[config.mk]
export PLATFORM = sky130hd
export DESIGN_NAME = jtp_tap
export DESIGN_NICKNAME = d
export VERILOG_FILES = /design/src/common/jtp_pkg.sv /design/src/logic/jtp_tap.sv
export SDC_FILE = /design/constraint.sdc
export NUM_CORES = 1
export LEC_CHECK = 0
export ABC_AREA = 1
export BUFFER_PORTS_ARGS = -buffer_cell sky130_fd_sc_hd__buf_4
export CAP_MARGIN = 20
export CORE_ASPECT_RATIO = 1.4
export CORE_MARGIN = 2
export CORE_UTILIZATION = 45
export DETAILED_ROUTE_END_ITERATION = 12
export REMOVE_ABC_BUFFERS = 1
export SYNTH_ARGS = -nofsm -noshare
export SYNTH_HDL_FRONTEND = slang
export SYNTH_SLANG_ARGS = --single-unit
[constraint.sdc]
create_clock -name mclk_i -period 11.4 [get_ports mclk_i]
set_clock_uncertainty 0.05 [all_clocks]
set_input_delay 2.85 -clock mclk_i [delete_from_list [all_inputs] [get_ports mclk_i]]
set_output_delay 2.85 -clock mclk_i [all_outputs]
set_load 0.01 [all_outputs]
[src/common/jtp_pkg.sv]
/*
  constants for the test port scan chains: instruction codes, chain
  lengths, fifo size, capture and identification values and tap states.
  assumes one system clock (mclk_i) samples the tester's pins.
*/
package jtp_pkg;

  // ------------------------------------------------------------------
  // instruction codes and widths
  // ------------------------------------------------------------------
  localparam int IR_W = 4;
  localparam logic [3:0] INS_EXTEST = 4'h0;
  localparam logic [3:0] INS_INTEST = 4'h1;
  localparam logic [3:0] INS_SAMPLE = 4'h2;
  localparam logic [3:0] INS_ABORT = 4'h8;
  localparam logic [3:0] INS_DP_ACCESS = 4'ha;
  localparam logic [3:0] INS_AP_ACCESS = 4'hb;
  localparam logic [3:0] INS_IDCODE = 4'he;
  localparam logic [3:0] INS_BYPASS = 4'hf;
  localparam logic [3:0] IR_CAPTURE = 4'h1;

  // ------------------------------------------------------------------
  // chain sizes
  // ------------------------------------------------------------------
  localparam int ACC_W = 35;
  localparam int ID_W = 32;
  localparam int NPAD = 8;
  localparam int BSR_W = 3 * NPAD + 1;
  localparam int FIFO_DEPTH = 8;
  localparam int FIFO_W = ACC_W + 2;
  // identification value: arbitrary, lsb must stay one
  localparam logic [31:0] ID_VALUE = 32'h1234_5679;

  // ------------------------------------------------------------------
  // tap states
  // ------------------------------------------------------------------
  typedef enum logic [3:0] {
    S_TLR, S_RTI, S_SELDR, S_CAPDR, S_SHDR, S_EX1DR, S_PAUDR, S_EX2DR,
    S_UPDR, S_SELIR, S_CAPIR, S_SHIR, S_EX1IR, S_PAUIR, S_EX2IR, S_UPIR
  } jtp_state_t;

endpackage : jtp_pkg

[src/logic/jtp_tap.sv]
/*
  scan chains behind the test access port, plus the fifo that hands
  updated access words to the debug unit.
  assumes tck, tms, tdi and trst come from the tester, asynchronous to
  mclk_i, with tck much slower than mclk_i.
*/
`timescale 1ns/1ps

// ----------------------------------------------------------------------
// fifo between access chain updates and the debug unit
// ----------------------------------------------------------------------
module jtp_fifo #(
  parameter int W = 8,
  parameter int D = 8
) (
  input wire logic clk_i,           // clock
  input wire logic rst_b_i,         // reset, active low
  input wire logic in_valid_i,      // write request
  output logic in_ready_o,          // room left
  input wire logic [W-1:0] in_data_i, // write data
  output logic out_valid_o,         // data held
  input wire logic out_ready_i,     // reader takes
  output logic [W-1:0] out_data_o   // read data
);
  localparam int AW = $clog2(D);
  typedef struct packed {
    logic [D-1:0][W-1:0] mem;
    logic [AW-1:0] wp;
    logic [AW-1:0] rp;
    logic [AW:0] cnt;
  } jtp_fifo_t;
  jtp_fifo_t s_q, s_d;
  logic wr, rd;

  assign in_ready_o = (s_q.cnt != (AW+1)'(D));
  assign out_valid_o = (s_q.cnt != '0);
  assign out_data_o = s_q.mem[s_q.rp];
  assign wr = in_valid_i && in_ready_o;
  assign rd = out_valid_o && out_ready_i;

  // pointers wrap by depth; depth is a power of two
  always_comb begin
    s_d = s_q;
    if (wr) begin
      s_d.mem[s_q.wp] = in_data_i;
      s_d.wp = s_q.wp + 1'b1;
    end
    if (rd) begin
      s_d.rp = s_q.rp + 1'b1;
    end
    s_d.cnt = s_q.cnt + (AW+1)'(wr) - (AW+1)'(rd);
  end

  always_ff @(posedge clk_i or negedge rst_b_i) begin
    if (!rst_b_i) begin
      s_q <= '0;
    end else begin
      s_q <= s_d;
    end
  end
endmodule : jtp_fifo

// ----------------------------------------------------------------------
// top: tap controller, instruction and data chains
// ----------------------------------------------------------------------
module jtp_tap
  import jtp_pkg::*;
#(
  // pad order along the chain, one index per chain slot
  parameter int PAD_ORDER [jtp_pkg::NPAD] = '{0, 1, 2, 3, 4, 5, 6, 7}
) (
  input wire logic mclk_i,                  // system clock, 40 mhz
  input wire logic rst_b_i,                 // power-on reset, low
  input wire logic tck_i,                   // tester clock pin
  input wire logic tms_i,                   // mode select pin
  input wire logic tdi_i,                   // serial data in
  input wire logic trst_b_i,                // test reset pin, low
  output logic tdo_o,                       // serial data out
  output logic tdo_oe_o,                    // tdo driven
  input wire logic [jtp_pkg::NPAD-1:0] pad_in_i,   // pad inputs
  input wire logic [jtp_pkg::NPAD-1:0] core_out_i, // core outputs
  input wire logic [jtp_pkg::NPAD-1:0] core_oe_i,  // core enables
  input wire logic ext_rst_b_i,             // external reset pin level
  output logic [jtp_pkg::NPAD-1:0] pad_out_o,  // to pad drivers
  output logic [jtp_pkg::NPAD-1:0] pad_oe_o,   // to pad enables
  output logic [jtp_pkg::NPAD-1:0] core_in_o,  // to core inputs
  output logic [3:0] instr_o,               // active instruction
  output logic dbg_valid_o,                 // access word ready
  input wire logic dbg_ready_i,             // debug unit takes it
  output logic [1:0] dbg_kind_o,            // 0 abort 2 dp 3 ap
  output logic [jtp_pkg::ACC_W-1:0] dbg_data_o, // updated word
  input wire logic [jtp_pkg::ACC_W-1:0] dbg_rdata_i, // capture value
  output logic abort_o                      // abort pulse
);

  typedef struct packed {
    logic [2:0] rs;
    logic [2:0] tck_s, tms_s, tdi_s, trst_s;
    logic tck_lvl;
    jtp_state_t st;
    logic [IR_W-1:0] ir_sh;
    logic [IR_W-1:0] ir;
    logic [ACC_W-1:0] dr;   // shared shift chain for id/acc/bypass
    logic [BSR_W-1:0] bsr;
    logic [BSR_W-1:0] bsr_hold;
    logic tdo;              // only serial way out of the chains
    logic oe;
    logic abort;
    logic fifo_v;
    logic [FIFO_W-1:0] fifo_w;
  } jtp_top_t;
  jtp_top_t s_q, s_d;

  logic rst_n;
  logic tck_lvl_new, tck_rise, tck_fall, tms_v, tdi_v, trst_v;
  logic in_ready;
  logic [FIFO_W-1:0] fifo_rd;
  jtp_state_t nx;
  logic [BSR_W-1:0] bsr_cap;
  logic [ACC_W-1:0] acc_cap;
  logic is_bsr, is_acc, is_id;

  assign rst_n = s_q.rs[1];

  // ------------------------------------------------------------------
  // pin sampling: a tck or trst change counts when stages two and three agree; tms and tdi take stage three
  // ------------------------------------------------------------------
  assign tck_lvl_new = (s_q.tck_s[1] == s_q.tck_s[2]) ?
                       s_q.tck_s[2] : s_q.tck_lvl;
  assign tck_rise = tck_lvl_new && !s_q.tck_lvl;
  assign tck_fall = !tck_lvl_new && s_q.tck_lvl;
  assign tms_v = s_q.tms_s[2];
  assign tdi_v = s_q.tdi_s[2];
  assign trst_v = (s_q.trst_s[1] == s_q.trst_s[2]) && !s_q.trst_s[2];

  // ------------------------------------------------------------------
  // sixteen-state controller walk on tms
  // ------------------------------------------------------------------
  always_comb begin
    case (s_q.st)
      S_TLR: nx = tms_v ? S_TLR : S_RTI;
      S_RTI: nx = tms_v ? S_SELDR : S_RTI;
      S_SELDR: nx = tms_v ? S_SELIR : S_CAPDR;
      S_CAPDR: nx = tms_v ? S_EX1DR : S_SHDR;
      S_SHDR: nx = tms_v ? S_EX1DR : S_SHDR;
      S_EX1DR: nx = tms_v ? S_UPDR : S_PAUDR;
      S_PAUDR: nx = tms_v ? S_EX2DR : S_PAUDR;
      S_EX2DR: nx = tms_v ? S_UPDR : S_SHDR;
      S_UPDR: nx = tms_v ? S_SELDR : S_RTI;
      S_SELIR: nx = tms_v ? S_TLR : S_CAPIR;
      S_CAPIR: nx = tms_v ? S_EX1IR : S_SHIR;
      S_SHIR: nx = tms_v ? S_EX1IR : S_SHIR;
      S_EX1IR: nx = tms_v ? S_UPIR : S_PAUIR;
      S_PAUIR: nx = tms_v ? S_EX2IR : S_PAUIR;
      S_EX2IR: nx = tms_v ? S_UPIR : S_SHIR;
      S_UPIR: nx = tms_v ? S_SELDR : S_RTI;
      default: nx = S_TLR;
    endcase
  end

  // ------------------------------------------------------------------
  // instruction decode; unlisted codes fall to bypass
  // ------------------------------------------------------------------
  assign is_bsr = (s_q.ir == INS_EXTEST) || (s_q.ir == INS_INTEST) ||
                  (s_q.ir == INS_SAMPLE);
  assign is_acc = (s_q.ir == INS_ABORT) || (s_q.ir == INS_DP_ACCESS) ||
                  (s_q.ir == INS_AP_ACCESS);
  assign is_id = (s_q.ir == INS_IDCODE);

  // capture image: per pad input, output, enable; reset pin last
  always_comb begin
    bsr_cap = '0;
    for (int i = 0; i < NPAD; i++) begin
      bsr_cap[3*i] = pad_in_i[PAD_ORDER[i]];
      bsr_cap[3*i+1] = pad_out_o[PAD_ORDER[i]];
      bsr_cap[3*i+2] = pad_oe_o[PAD_ORDER[i]];
    end
    bsr_cap[BSR_W-1] = ext_rst_b_i;
  end
  assign acc_cap = dbg_rdata_i;

  // ------------------------------------------------------------------
  // one fill of the next state
  // ------------------------------------------------------------------
  always_comb begin
    s_d = s_q;
    s_d.rs = {s_q.rs[1:0], 1'b1};
    s_d.tck_s = {s_q.tck_s[1:0], tck_i};
    s_d.tms_s = {s_q.tms_s[1:0], tms_i};
    s_d.tdi_s = {s_q.tdi_s[1:0], tdi_i};
    s_d.trst_s = {s_q.trst_s[1:0], trst_b_i};
    s_d.tck_lvl = tck_lvl_new;
    s_d.abort = 1'b0;
    s_d.fifo_v = 1'b0;
    if (trst_v) begin
      s_d.st = S_TLR;
      s_d.ir = INS_IDCODE;
      s_d.oe = 1'b0;
    end else if (tck_rise) begin
      s_d.st = nx;
      if (s_q.st == S_TLR) begin
        s_d.ir = INS_IDCODE;
      end
      case (s_q.st)
        S_CAPIR: s_d.ir_sh = IR_CAPTURE;
        S_SHIR: s_d.ir_sh = {tdi_v, s_q.ir_sh[IR_W-1:1]};
        S_UPIR: s_d.ir = s_q.ir_sh;
        S_CAPDR: begin
          if (is_bsr) begin
            s_d.bsr = bsr_cap;
          end else if (is_acc) begin
            s_d.dr = acc_cap;
          end else if (is_id) begin
            s_d.dr = {3'h0, ID_VALUE};
          end else begin
            s_d.dr = '0;
          end
        end
        S_SHDR: begin
          if (is_bsr) begin
            s_d.bsr = {tdi_v, s_q.bsr[BSR_W-1:1]};
          end else if (is_acc) begin
            s_d.dr = {tdi_v, s_q.dr[ACC_W-1:1]};
          end else if (is_id) begin
            s_d.dr[ID_W-1:0] = {tdi_v, s_q.dr[ID_W-1:1]};
          end else begin
            s_d.dr[0] = tdi_v;
          end
        end
        S_UPDR: begin
          if (is_bsr) begin
            s_d.bsr_hold = s_q.bsr;
          end else if (is_acc) begin
            s_d.fifo_v = 1'b1;
            s_d.fifo_w = {s_q.ir[1:0], s_q.dr};
            s_d.abort = (s_q.ir == INS_ABORT) && s_q.dr[3];
          end
        end
        default: ;
      endcase
    end else if (tck_fall) begin
      // tdo moves on the falling edge, driven only while shifting
      s_d.oe = (s_q.st == S_SHDR) || (s_q.st == S_SHIR);
      if (s_q.st == S_SHIR) begin
        s_d.tdo = s_q.ir_sh[0];
      end else if (is_bsr) begin
        s_d.tdo = s_q.bsr[0];
      end else begin
        s_d.tdo = s_q.dr[0];
      end
    end
  end

  // ------------------------------------------------------------------
  // registers; only power-on reset clears them
  // ------------------------------------------------------------------
  always_ff @(posedge mclk_i or negedge rst_b_i) begin
    if (!rst_b_i) begin
      s_q <= '0;
      // tck idles high; matching it here avoids a false rise after reset
      s_q.tck_s <= 3'h7;
      s_q.tck_lvl <= 1'b1;
      s_q.trst_s <= 3'h7;
      s_q.st <= S_TLR;
      s_q.ir <= INS_IDCODE;
      s_q.ir_sh <= IR_CAPTURE;
    end else if (!rst_n) begin
      s_q.rs <= s_d.rs;
    end else begin
      s_q <= s_d;
    end
  end

  // ------------------------------------------------------------------
  // pad muxing from held boundary values
  // ------------------------------------------------------------------
  always_comb begin
    pad_out_o = core_out_i;
    pad_oe_o = core_oe_i;
    core_in_o = pad_in_i;
    for (int i = 0; i < NPAD; i++) begin
      if (s_q.ir == INS_EXTEST) begin
        pad_out_o[PAD_ORDER[i]] = s_q.bsr_hold[3*i+1];
        pad_oe_o[PAD_ORDER[i]] = s_q.bsr_hold[3*i+2];
      end
      if (s_q.ir == INS_INTEST) begin
        core_in_o[PAD_ORDER[i]] = s_q.bsr_hold[3*i];
      end
    end
  end

  // updates beyond fifo room are dropped; debug unit must keep up
  jtp_fifo #(.W(FIFO_W), .D(FIFO_DEPTH)) u_fifo (
    .clk_i(mclk_i),
    .rst_b_i(rst_n),
    .in_valid_i(s_q.fifo_v),
    .in_ready_o(in_ready),
    .in_data_i(s_q.fifo_w),
    .out_valid_o(dbg_valid_o),
    .out_ready_i(dbg_ready_i),
    .out_data_o(fifo_rd)
  );

  assign dbg_kind_o = fifo_rd[FIFO_W-1:ACC_W];
  assign dbg_data_o = fifo_rd[ACC_W-1:0];
  assign tdo_o = s_q.tdo;
  assign tdo_oe_o = s_q.oe;
  assign instr_o = s_q.ir;
  assign abort_o = s_q.abort;
endmodule : jtp_tap

==> reports/qor.yml, run 1 <==
synth:
  synth_area_leaders: "dfrtp_1, nand2_1, o21ai_0, mux2i_1, o22ai_1"
  yosys.area_share.simple: 0.176
  synth_xor_area_frac: 0.00252
  syn_area_per_cell_um2: 8.67
  syn_area_mm2: 0.0209
  synth_cells: 2408
  synth_compound_area_frac: 0.161
  ys_types: 41
  ys_ff_latch: 458
  synth_top_family_by_area: "simple AND/OR/NAND/NOR gates"
  synth_commonest_cells: "nand2_1, o21ai_0, dfrtp_1"
  synthDominantCellAreaShare: 0.536
  synthArstFlopShare: 1.00
  synth_edf_count: 0
  yosysSeqAreaShare: 0.550
  synth-main-ff-cell: "dfrtp_1"
  synth_warnings: 0
  muxShareOfSynthArea: 0.0398
  yosysTopAreaCell: "dfrtp_1"
  synthAdderAreaFrac: 0.00575
  post-synth-top-count-cell: "nand2_1"
timing:
  maxSlewHeadroom: 0.280
  hold_viol_final: 0
  fin_crit_ps: 6270
  drv_slew: 0
  setup_tns_ps: 0
  worst_pin_slew_ps: 1080
  setup_viol: 0
  fmax_mhz: 160
  fin_crit_sh: 0.550
  rsz0062_at_grt: "false"
  hold_ws_ps: 302
min_path:
  hold_path_class: "flip-flop to flip-flop"
place:
  placed_cells: 3018
  gp_congestion: 0.792
  portBuffers: 135
  dp_hpwl_um: 31400
critical_path:
  cpPeakStageDelay_ps: 260
  cp_top_family: "multiplexers"
  timing.critical_path.mode_cell: "buf_4"
  cp_num_buf_inv: 2
  worst_setup_path_end_kind: "primary output"
  path_cells: "buf_4, mux2_2, buf_4"
  crit_fanout: 2
  critPathSlowestCell: "mux2_2"
  required_ps: 8500
  arrival_ps: 3370
  crit_type: "primary input to primary output"
  critPathLaunchType: "primary input"
detailed_routing:
  drt-pass1-iter-count: 5
  drt_iter0_drc: 1227
  via_count: 16600
  ant_nets: 0
  finalWirelength_um: 55000
  wl_per_cell_um: 17.8
  vias_per_cell: 5.37
  drc_errors: 0
pwr:
  p_int_uw: 2870
  comb_power_share: 0.206
  clockPowerShare: 0.375
  ir_drop_mv: 0.149
  swShare: 0.302
  p_leak_uw: 0.0111
  switchingPower_uw: 1240
  p_per_area_mw_per_mm2: 175
  seqPwrFrac: 0.419
grt:
  track_usage: 0.232
  grt_overflow: 0
  grt_first_pass_wirelength_um: 88500
  antenna_found_initial: 0
  grt_pass1_vias: 16400
  grt_max_degree: 185
layout:
  final_nets: 2525
  drive_gt1_frac: 0.118
  n_antenna_cell: 0
  num-fill-cells: 4350
  layout.cells.non_filler: 3096
  areaGrowthSynthToFinish_pct: 12.6
die:
  rows: 93
  io_pins: 136
  start_util: 0.454
  core-area_mm2: 0.0460
  die_w_um: 186
  die-area_mm2: 0.0481
  die_y_um: 259
clock_network:
  ctsHoldBuffers: 0
  cts_buffers: 45
  clk_path_buf_depth: 3
  cts-resized-gates: 0
  cts.sinks: 458
  clkLatencyLatePin_ps: 570
  post_cts_buffers: 0
  htreeDepth: 2
  clkSlewWorstSetupHoldPaths_ps: 60
  cts_tree: "yes"
  clockRootBuffer: "clkbuf_16"
run:
  cap_violations: 0
outcome:
  status: "complete, no violations"
==> cells by family (layout without fill, tap and decap cells) <==
group | Yosys count | in the layout
xor gates and xnor gates | 6 | 6
muxes | 82 | 82
and+or+nand+nor | 925 | 925
other | 1 | 1
adders and majority gates | 9 | 9
buffers and inverters | 291 | 362
AOI/OAI and AO/OA | 636 | 636
DFF | 458 | 458
==> layout make-up <==
type / count / area, um^2 / area share
multi-input combinational: 1659 / 8050 / 0.342
sequential: 458 / 11500 / 0.489
tap: 617 / 772 / 0.0328
clock inverter: 12 / 199 / 0.00846
clock buffer: 65 / 1310 / 0.0558
timing repair buffer: 155 / 1200 / 0.0510
inverter: 130 / 490 / 0.0209
==> sequential cells by signal, indices dropped and copies added, names as in the netlist <==
name        flops
tdo_o           1
instr_o         4
u_fifo.s_q    306
tdo_oe_o        1
s_q           135
rst_n           1
abort_o         1
s_d             9
==> power by group through the flow <==
stage / logic, uW / registers, uW / clock network, uW
floorplan: 460 / 1830 / 0
global placement: 841 / 1750 / 0
detailed placement: 855 / 1750 / 0
CTS: 857 / 1720 / 1580
global route: 929 / 1730 / 1640
finish: 847 / 1720 / 1540
==> per-stage QoR <==
stage	worst slack, ps	total power, uW	utilization	cell area, um^2
3_5_place_dp	5130	2610	0.478	22000
5_1_grt	5120	4290	0.512	23500
6_report	5130	4110	0.512	23500
3_3_place_gp	5150	2590	0.478	22000
4_1_cts	5130	4150	0.511	23500
2_1_floorplan	634	2290	-	20000
==> per-layer routing <==
metal | up-vias | wire (um) | GRT usage
met3 | 75 | 2930 | 0.0354
met5 | - | 0 | 0
li1 | 8019 | - | -
met1 | 8087 | 23700 | 0.307
met2 | 440 | 27100 | 0.395
met4 | 0 | 1260 | 0.0671
==> worst register-to-register path, cell delays in order, from the launching register on <==
cell and delay, ps:
dfstp_2 590, inv_2 50, nor2_1 120, nand2_1 160
inv_2 630, nand3_4 700, inv_2 720, nand2_1 220
o21ai_1 120
==> cell usage in the layout, fill, tap and decap left out, drive strengths merged, types with 13 or more instances in the layout <==
cell / netlist / routed
nand2: 739 / 739
o21ai: 528 / 528
dfrtp: 447 / 447
buf: 88 / 155
inv: 129 / 131
nor2: 113 / 113
o22ai: 76 / 76
mux2i: 74 / 74
clkbuf: 73 / 65
nand3: 56 / 56
a31oi: 14 / 14
a21oi: 13 / 13
==> path summary, 6_finish.rpt <==
path | startpoint | to | slack (ps) | cells past startpoint
worst max register to register | instr_o[3] | s_q[13] | 7960 | 8
worst min-delay path | s_d[152] | rst_n | 300 | 0
min in group asynchronous | rst_n | u_fifo.s_q[79] | 370 | 0
max in group asynchronous | rst_b_i | s_q[32] | 7640 | 2
worst max-delay path | pad_in_i[5] | core_in_o[5] | 5130 | 3
worst min register to register | s_d[152] | rst_n | 300 | 0
Power figures use the tool's default switching activity.
==> inputs of run 2 (changes only) <==
==> constraint.sdc (replaced) <==
create_clock -name mclk_i -period 5.4 [get_ports mclk_i]
set_clock_uncertainty 0.05 [all_clocks]
set_input_delay 1.35 -clock mclk_i [delete_from_list [all_inputs] [get_ports mclk_i]]
set_output_delay 1.35 -clock mclk_i [all_outputs]
set_load 0.01 [all_outputs]
==> reports/qor.yml, run 2 (synthesis gave the netlist of run 1 again) <==
clock_network:
  clkLatencyLatePin_ps: 560
  htreeDepth: 2
  post_cts_buffers: 0
  clockRootBuffer: "clkbuf_16"
  clk_path_buf_depth: 3
  ctsHoldBuffers: 0
  cts_buffers: 45
  cts_tree: "yes"
  cts-resized-gates: 0
  clkSlewWorstSetupHoldPaths_ps: 70
  cts.sinks: 458
die:
  die-area_mm2: 0.0481
  io_pins: 136
  start_util: 0.454
  die_y_um: 259
  rows: 93
  core-area_mm2: 0.0460
  die_w_um: 186
grt:
  grt_max_degree: 150
  grt_first_pass_wirelength_um: 88600
  track_usage: 0.232
  grt_pass1_vias: 16400
  grt_overflow: 0
  antenna_found_initial: 0
timing:
  hold_viol_final: 0
  fin_crit_sh: 0.754
  setup_ws_ps: 1330
  drv_slew: 0
  setup_viol: 0
  hold_ws_ps: 308
  fmax_mhz: 246
  maxSlewHeadroom: 0.324
  worst_pin_slew_ps: 1010
  fin_crit_ps: 4070
  rsz0062_at_grt: "false"
critical_path:
  ff2ff_path_depth: 8
  worst_setup_path_end_kind: "primary output"
  rr_endpoint: "s_q[13]"
  critPathSlowestCell: "buf_12"
  rrSetupSlack_ps: 2110
  cp_num_buf_inv: 2
  critPathLaunchType: "flip-flop"
  timing.critical_path.mode_cell: "nand2_1"
  r2r-start: "instr_o[3]"
  cp_top_family: "buffers and inverters"
  crit_fanout: 149
  arrival_ps: 2670
  cpPeakStageDelay_ps: 610
  crit_type: "flip-flop to primary output"
  required_ps: 4000
  path_cells: "buf_12, o21ai_0, o22ai_1, nand2_1, nand2_1, buf_4"
detailed_routing:
  drc_errors: 0
  ant_nets: 0
  finalWirelength_um: 54600
  drt-pass1-iter-count: 5
  via_count: 16500
  drt_iter0_drc: 1370
  vias_per_cell: 5.32
  wl_per_cell_um: 17.6
layout:
  largest_reg_flops: 306
  num-fill-cells: 4392
  areaGrowthSynthToFinish_pct: 12.5
  regMostFlops: "u_fifo.s_q"
  final_nets: 2530
  seq_area_mm2: 0.0115
  layout.cells.non_filler: 3102
  final_cell_mix: "nand2_1, o21ai_0, dfrtp_1"
  drive_gt1_frac: 0.119
  n_antenna_cell: 0
  multi_input_area_mm2: 0.00805
  final_common_cell: "nand2_1"
min_path:
  holdPathEnd: "rst_n"
  min_from: "s_d[152]"
  hold_path_class: "flip-flop to flip-flop"
  hold_depth: 0
pwr:
  ir_drop_mv: 0.353
  p_leak_uw: 0.0111
  p_per_area_mw_per_mm2: 362
  power_uw: 8490
place:
  gp_congestion: 0.795
  detailedPlace.worstSlack_ps: 1940
  placed_cells: 3022
  dp_hpwl_um: 32500
  portBuffers: 135
outcome:
  status: "complete, no violations"
run:
  cap_violations: 0
[run 2: through the flow]
step           area, um^2   util  TNS (ps)
2_1_floorplan       20000      -  -1926150
3_3_place_gp        22000  0.479         0
3_5_place_dp        22000  0.480         0
4_1_cts             23400  0.510         0
5_1_grt             23500  0.511         0
6_report            23500  0.511         0
[run 2: report_power, final]
part / internal (uW) / leakage (uW) / switching, uW
registers: 3490 / 0.00600 / 141
clock network: 1700 / 0.000686 / 1340
logic: 696 / 0.00442 / 1130
[run 2: routing by layer]
metal	routed length [um]	track usage	vias up
met5	0	0	-
met4	1120	0.0588	0
met3	2840	0.0334	78
met2	26700	0.395	426
met1	23900	0.311	7985
li1	-	-	8026
[run 2: worst reg2reg max path, delay by kind of cell, from the launching register on]
kind,cells,cell delay [ps]
AO/OA/AOI/OAI,1,110
buffers and inverters,3,1320
flip-flops,1,600
AND/OR/NAND/NOR,4,1130
[run 2: worst max-delay path by stage]
| stage | startpoint | to | slack, ps | depth (start not counted) |
|---|---|---|---|---|
| after floorplan | rst_n | instr_o[0] | -5370 | 4 |
| after global placement | u_fifo.s_q[4] | dbg_data_o[4] | 1930 | 7 |
| after detailed placement | u_fifo.s_q[4] | dbg_kind_o[0] | 1940 | 7 |
| after CTS | u_fifo.s_q[5] | dbg_data_o[4] | 1350 | 6 |
| after global routing | u_fifo.s_q[5] | dbg_data_o[29] | 1170 | 6 |
| final | u_fifo.s_q[4] | dbg_kind_o[0] | 1330 | 6 |
[run 2: area by class of cell]
| type | count | area share |
|---|---|---|
| sequential | 458 | 0.489 |
| multi-input combinational | 1659 | 0.343 |
| timing repair buffer | 160 | 0.0549 |
| clock buffer | 65 | 0.0546 |
| tap | 617 | 0.0329 |
| inverter | 130 | 0.0209 |
| clock inverter | 13 | 0.00458 |
==> inputs of run 3 (changes only) <==
--- a/config.mk
+++ b/config.mk
@@ -5,7 +5,7 @@
 export SDC_FILE = /design/constraint.sdc
 export NUM_CORES = 1
 export LEC_CHECK = 0
-export ABC_AREA = 1
+export ABC_AREA = 0
 export BUFFER_PORTS_ARGS = -buffer_cell sky130_fd_sc_hd__buf_4
 export CAP_MARGIN = 20
 export CORE_ASPECT_RATIO = 1.4
==> constraint.sdc (replaced) <==
create_clock -name mclk_i -period 3.8 [get_ports mclk_i]
set_clock_uncertainty 0.05 [all_clocks]
set_input_delay 0.95 -clock mclk_i [delete_from_list [all_inputs] [get_ports mclk_i]]
set_output_delay 0.95 -clock mclk_i [all_outputs]
set_load 0.01 [all_outputs]
==> reports/qor.yml, run 3 <==
die:
  die_y_um: 261
  die_w_um: 187
  core-area_mm2: 0.0468
  die-area_mm2: 0.0489
  rows: 94
  io_pins: 136
  start_util: 0.453
critical_path:
  r2r-start: "s_q[136]"
  rrSetupSlack_ps: 1210
  critPathLaunchType: "flip-flop"
  crit_type: "flip-flop to primary output"
  arrival_ps: 2640
  crit_fanout: 24
  path_cells: "buf_4, mux4_2, mux2_2, buf_4"
  cpPeakStageDelay_ps: 770
  ff2ff_path_depth: 6
  timing.critical_path.mode_cell: "buf_4"
  rr_endpoint: "s_q[106]"
  worst_setup_path_end_kind: "primary output"
  required_ps: 2800
  critPathSlowestCell: "dfrtp_4"
synth:
  syn_area_per_cell_um2: 15.1
  ys_ff_latch: 458
  synth_cells: 1402
  synth_warnings: 0
  synthDominantCellAreaShare: 0.527
  synth-main-ff-cell: "dfrtp_1"
  yosysTopAreaCell: "dfrtp_1"
  ys_types: 68
  yosysSeqAreaShare: 0.541
  synth_edf_count: 0
  post-synth-top-count-cell: "dfrtp_1"
  synth_commonest_cells: "dfrtp_1, mux2_2, mux4_2"
  syn_area_mm2: 0.0212
  synthArstFlopShare: 1.00
  synth_area_leaders: "dfrtp_1, mux2_2, mux4_2, mux2_4, mux2_1"
layout:
  drive_gt1_frac: 0.524
  layout.cells.non_filler: 2194
  final_common_cell: "dfrtp_1"
  n_antenna_cell: 0
  areaGrowthSynthToFinish_pct: 16.4
  final_cell_mix: "dfrtp_1, mux2_2, buf_4"
  regMostFlops: "u_fifo.s_q"
  largest_reg_flops: 306
  final_nets: 1611
place:
  dp_hpwl_um: 31000
  gp_congestion: 0.771
  detailedPlace.worstSlack_ps: 695
  placed_cells: 2109
  portBuffers: 135
grt:
  track_usage: 0.208
  grt_first_pass_wirelength_um: 79200
  antenna_found_initial: 1
  grt_pass1_vias: 13600
  grt_overflow: 0
  grt_max_degree: 186
pwr:
  power_uw: 11500
  p_leak_uw: 0.0120
  p_per_area_mw_per_mm2: 466
  ir_drop_mv: 0.320
timing:
  hold_viol_final: 0
  setup_ws_ps: 164
  worst_pin_slew_ps: 1070
  fmax_mhz: 275
  drv_slew: 0
  fin_crit_ps: 3640
  hold_ws_ps: 308
  setup_viol: 0
  fin_crit_sh: 0.957
  rsz0062_at_grt: "false"
  setup_tns_ps: 0
  maxSlewHeadroom: 0.285
clock_network:
  ctsHoldBuffers: 0
  cts_tree: "yes"
  clk_path_buf_depth: 3
  cts-resized-gates: 0
  clkLatencyLatePin_ps: 560
  clockRootBuffer: "clkbuf_16"
  post_cts_buffers: 0
  cts_buffers: 48
  cts.sinks: 458
  clkSlewWorstSetupHoldPaths_ps: 60
  htreeDepth: 2
detailed_routing:
  drc_errors: 0
  ant_nets: 0
  finalWirelength_um: 49300
  drt-pass1-iter-count: 4
  drt_iter0_drc: 547
  via_count: 12300
  wl_per_cell_um: 22.5
  vias_per_cell: 5.59
min_path:
  hold_depth: 0
  hold_path_class: "flip-flop to flip-flop"
  holdPathEnd: "rst_n"
  min_from: "s_d[152]"
outcome:
  status: "complete, no violations"
run:
  cap_violations: 0
-- run 3: worst max-delay path by stage --
stage	from	endpoint	slack (ps)	cells past startpoint
finish	u_fifo.s_q[4]	dbg_data_o[20]	160	4
floorplan	rst_n	s_q[100]	-8190	4
CTS	u_fifo.s_q[4]	dbg_data_o[12]	90	4
detailed placement	u_fifo.s_q[4]	dbg_data_o[12]	690	4
global placement	u_fifo.s_q[4]	dbg_data_o[11]	700	4
global route	u_fifo.s_q[4]	dbg_data_o[20]	3	4
-- run 3: metal layers --
metal | GRT usage | part of all wire | vias up
met1 | 0.267 | 0.42 | 6562
li1 | - | - | 5416
met4 | 0.0547 | 0.021 | 2
met3 | 0.0391 | 0.053 | 71
met2 | 0.364 | 0.50 | 219
met5 | 0 | 0.00026 | -
-- run 3: stage by stage --
| step | instance area [um^2] | util |
|---|---|---|
| after floorplan | 20700 | - |
| after global placement | 23100 | 0.493 |
| after global routing | 24700 | 0.527 |
| after detailed placement | 23100 | 0.493 |
| final | 24700 | 0.527 |
| after CTS | 24700 | 0.527 |
-- run 3: logic make-up (layout without fill, tap and decap cells) --
family,after synthesis,in the layout,share of synthesized area
multiplexers,583,583,0.357
flip-flops,458,458,0.541
buffers and inverters,130,298,0.0284
AND/OR/NAND/NOR,116,116,0.0310
AO/OA/AOI/OAI,98,98,0.0334
adder cells (fa/ha/maj),9,9,0.00566
XOR/XNOR,7,7,0.00289
other,1,1,0.000177
-- run 3: worst max-delay path, delay by kind of cell, from the launching register on --
kind	cells	cell delay [ps]
multiplexers	2	810
buffers and inverters	2	480
flip-flops	1	770
-- run 3: area by class of cell --
type	count	area, um^2
Tap cell	624	781
Sequential cell	458	11500
Inverter	29	109
Fill cell	3999	22100
Timing Repair Buffer	184	1500
Clock buffer	72	1390
Clock inverter	13	219
Multi-Input combinational cell	814	9190
-- run 3: power breakdown --
part	internal [uW]	total [uW]	switching (uW)	leakage, uW
clock	2930	4840	1910	0.000792
combinational	707	1400	690	0.00500
sequential	4970	5270	292	0.00620
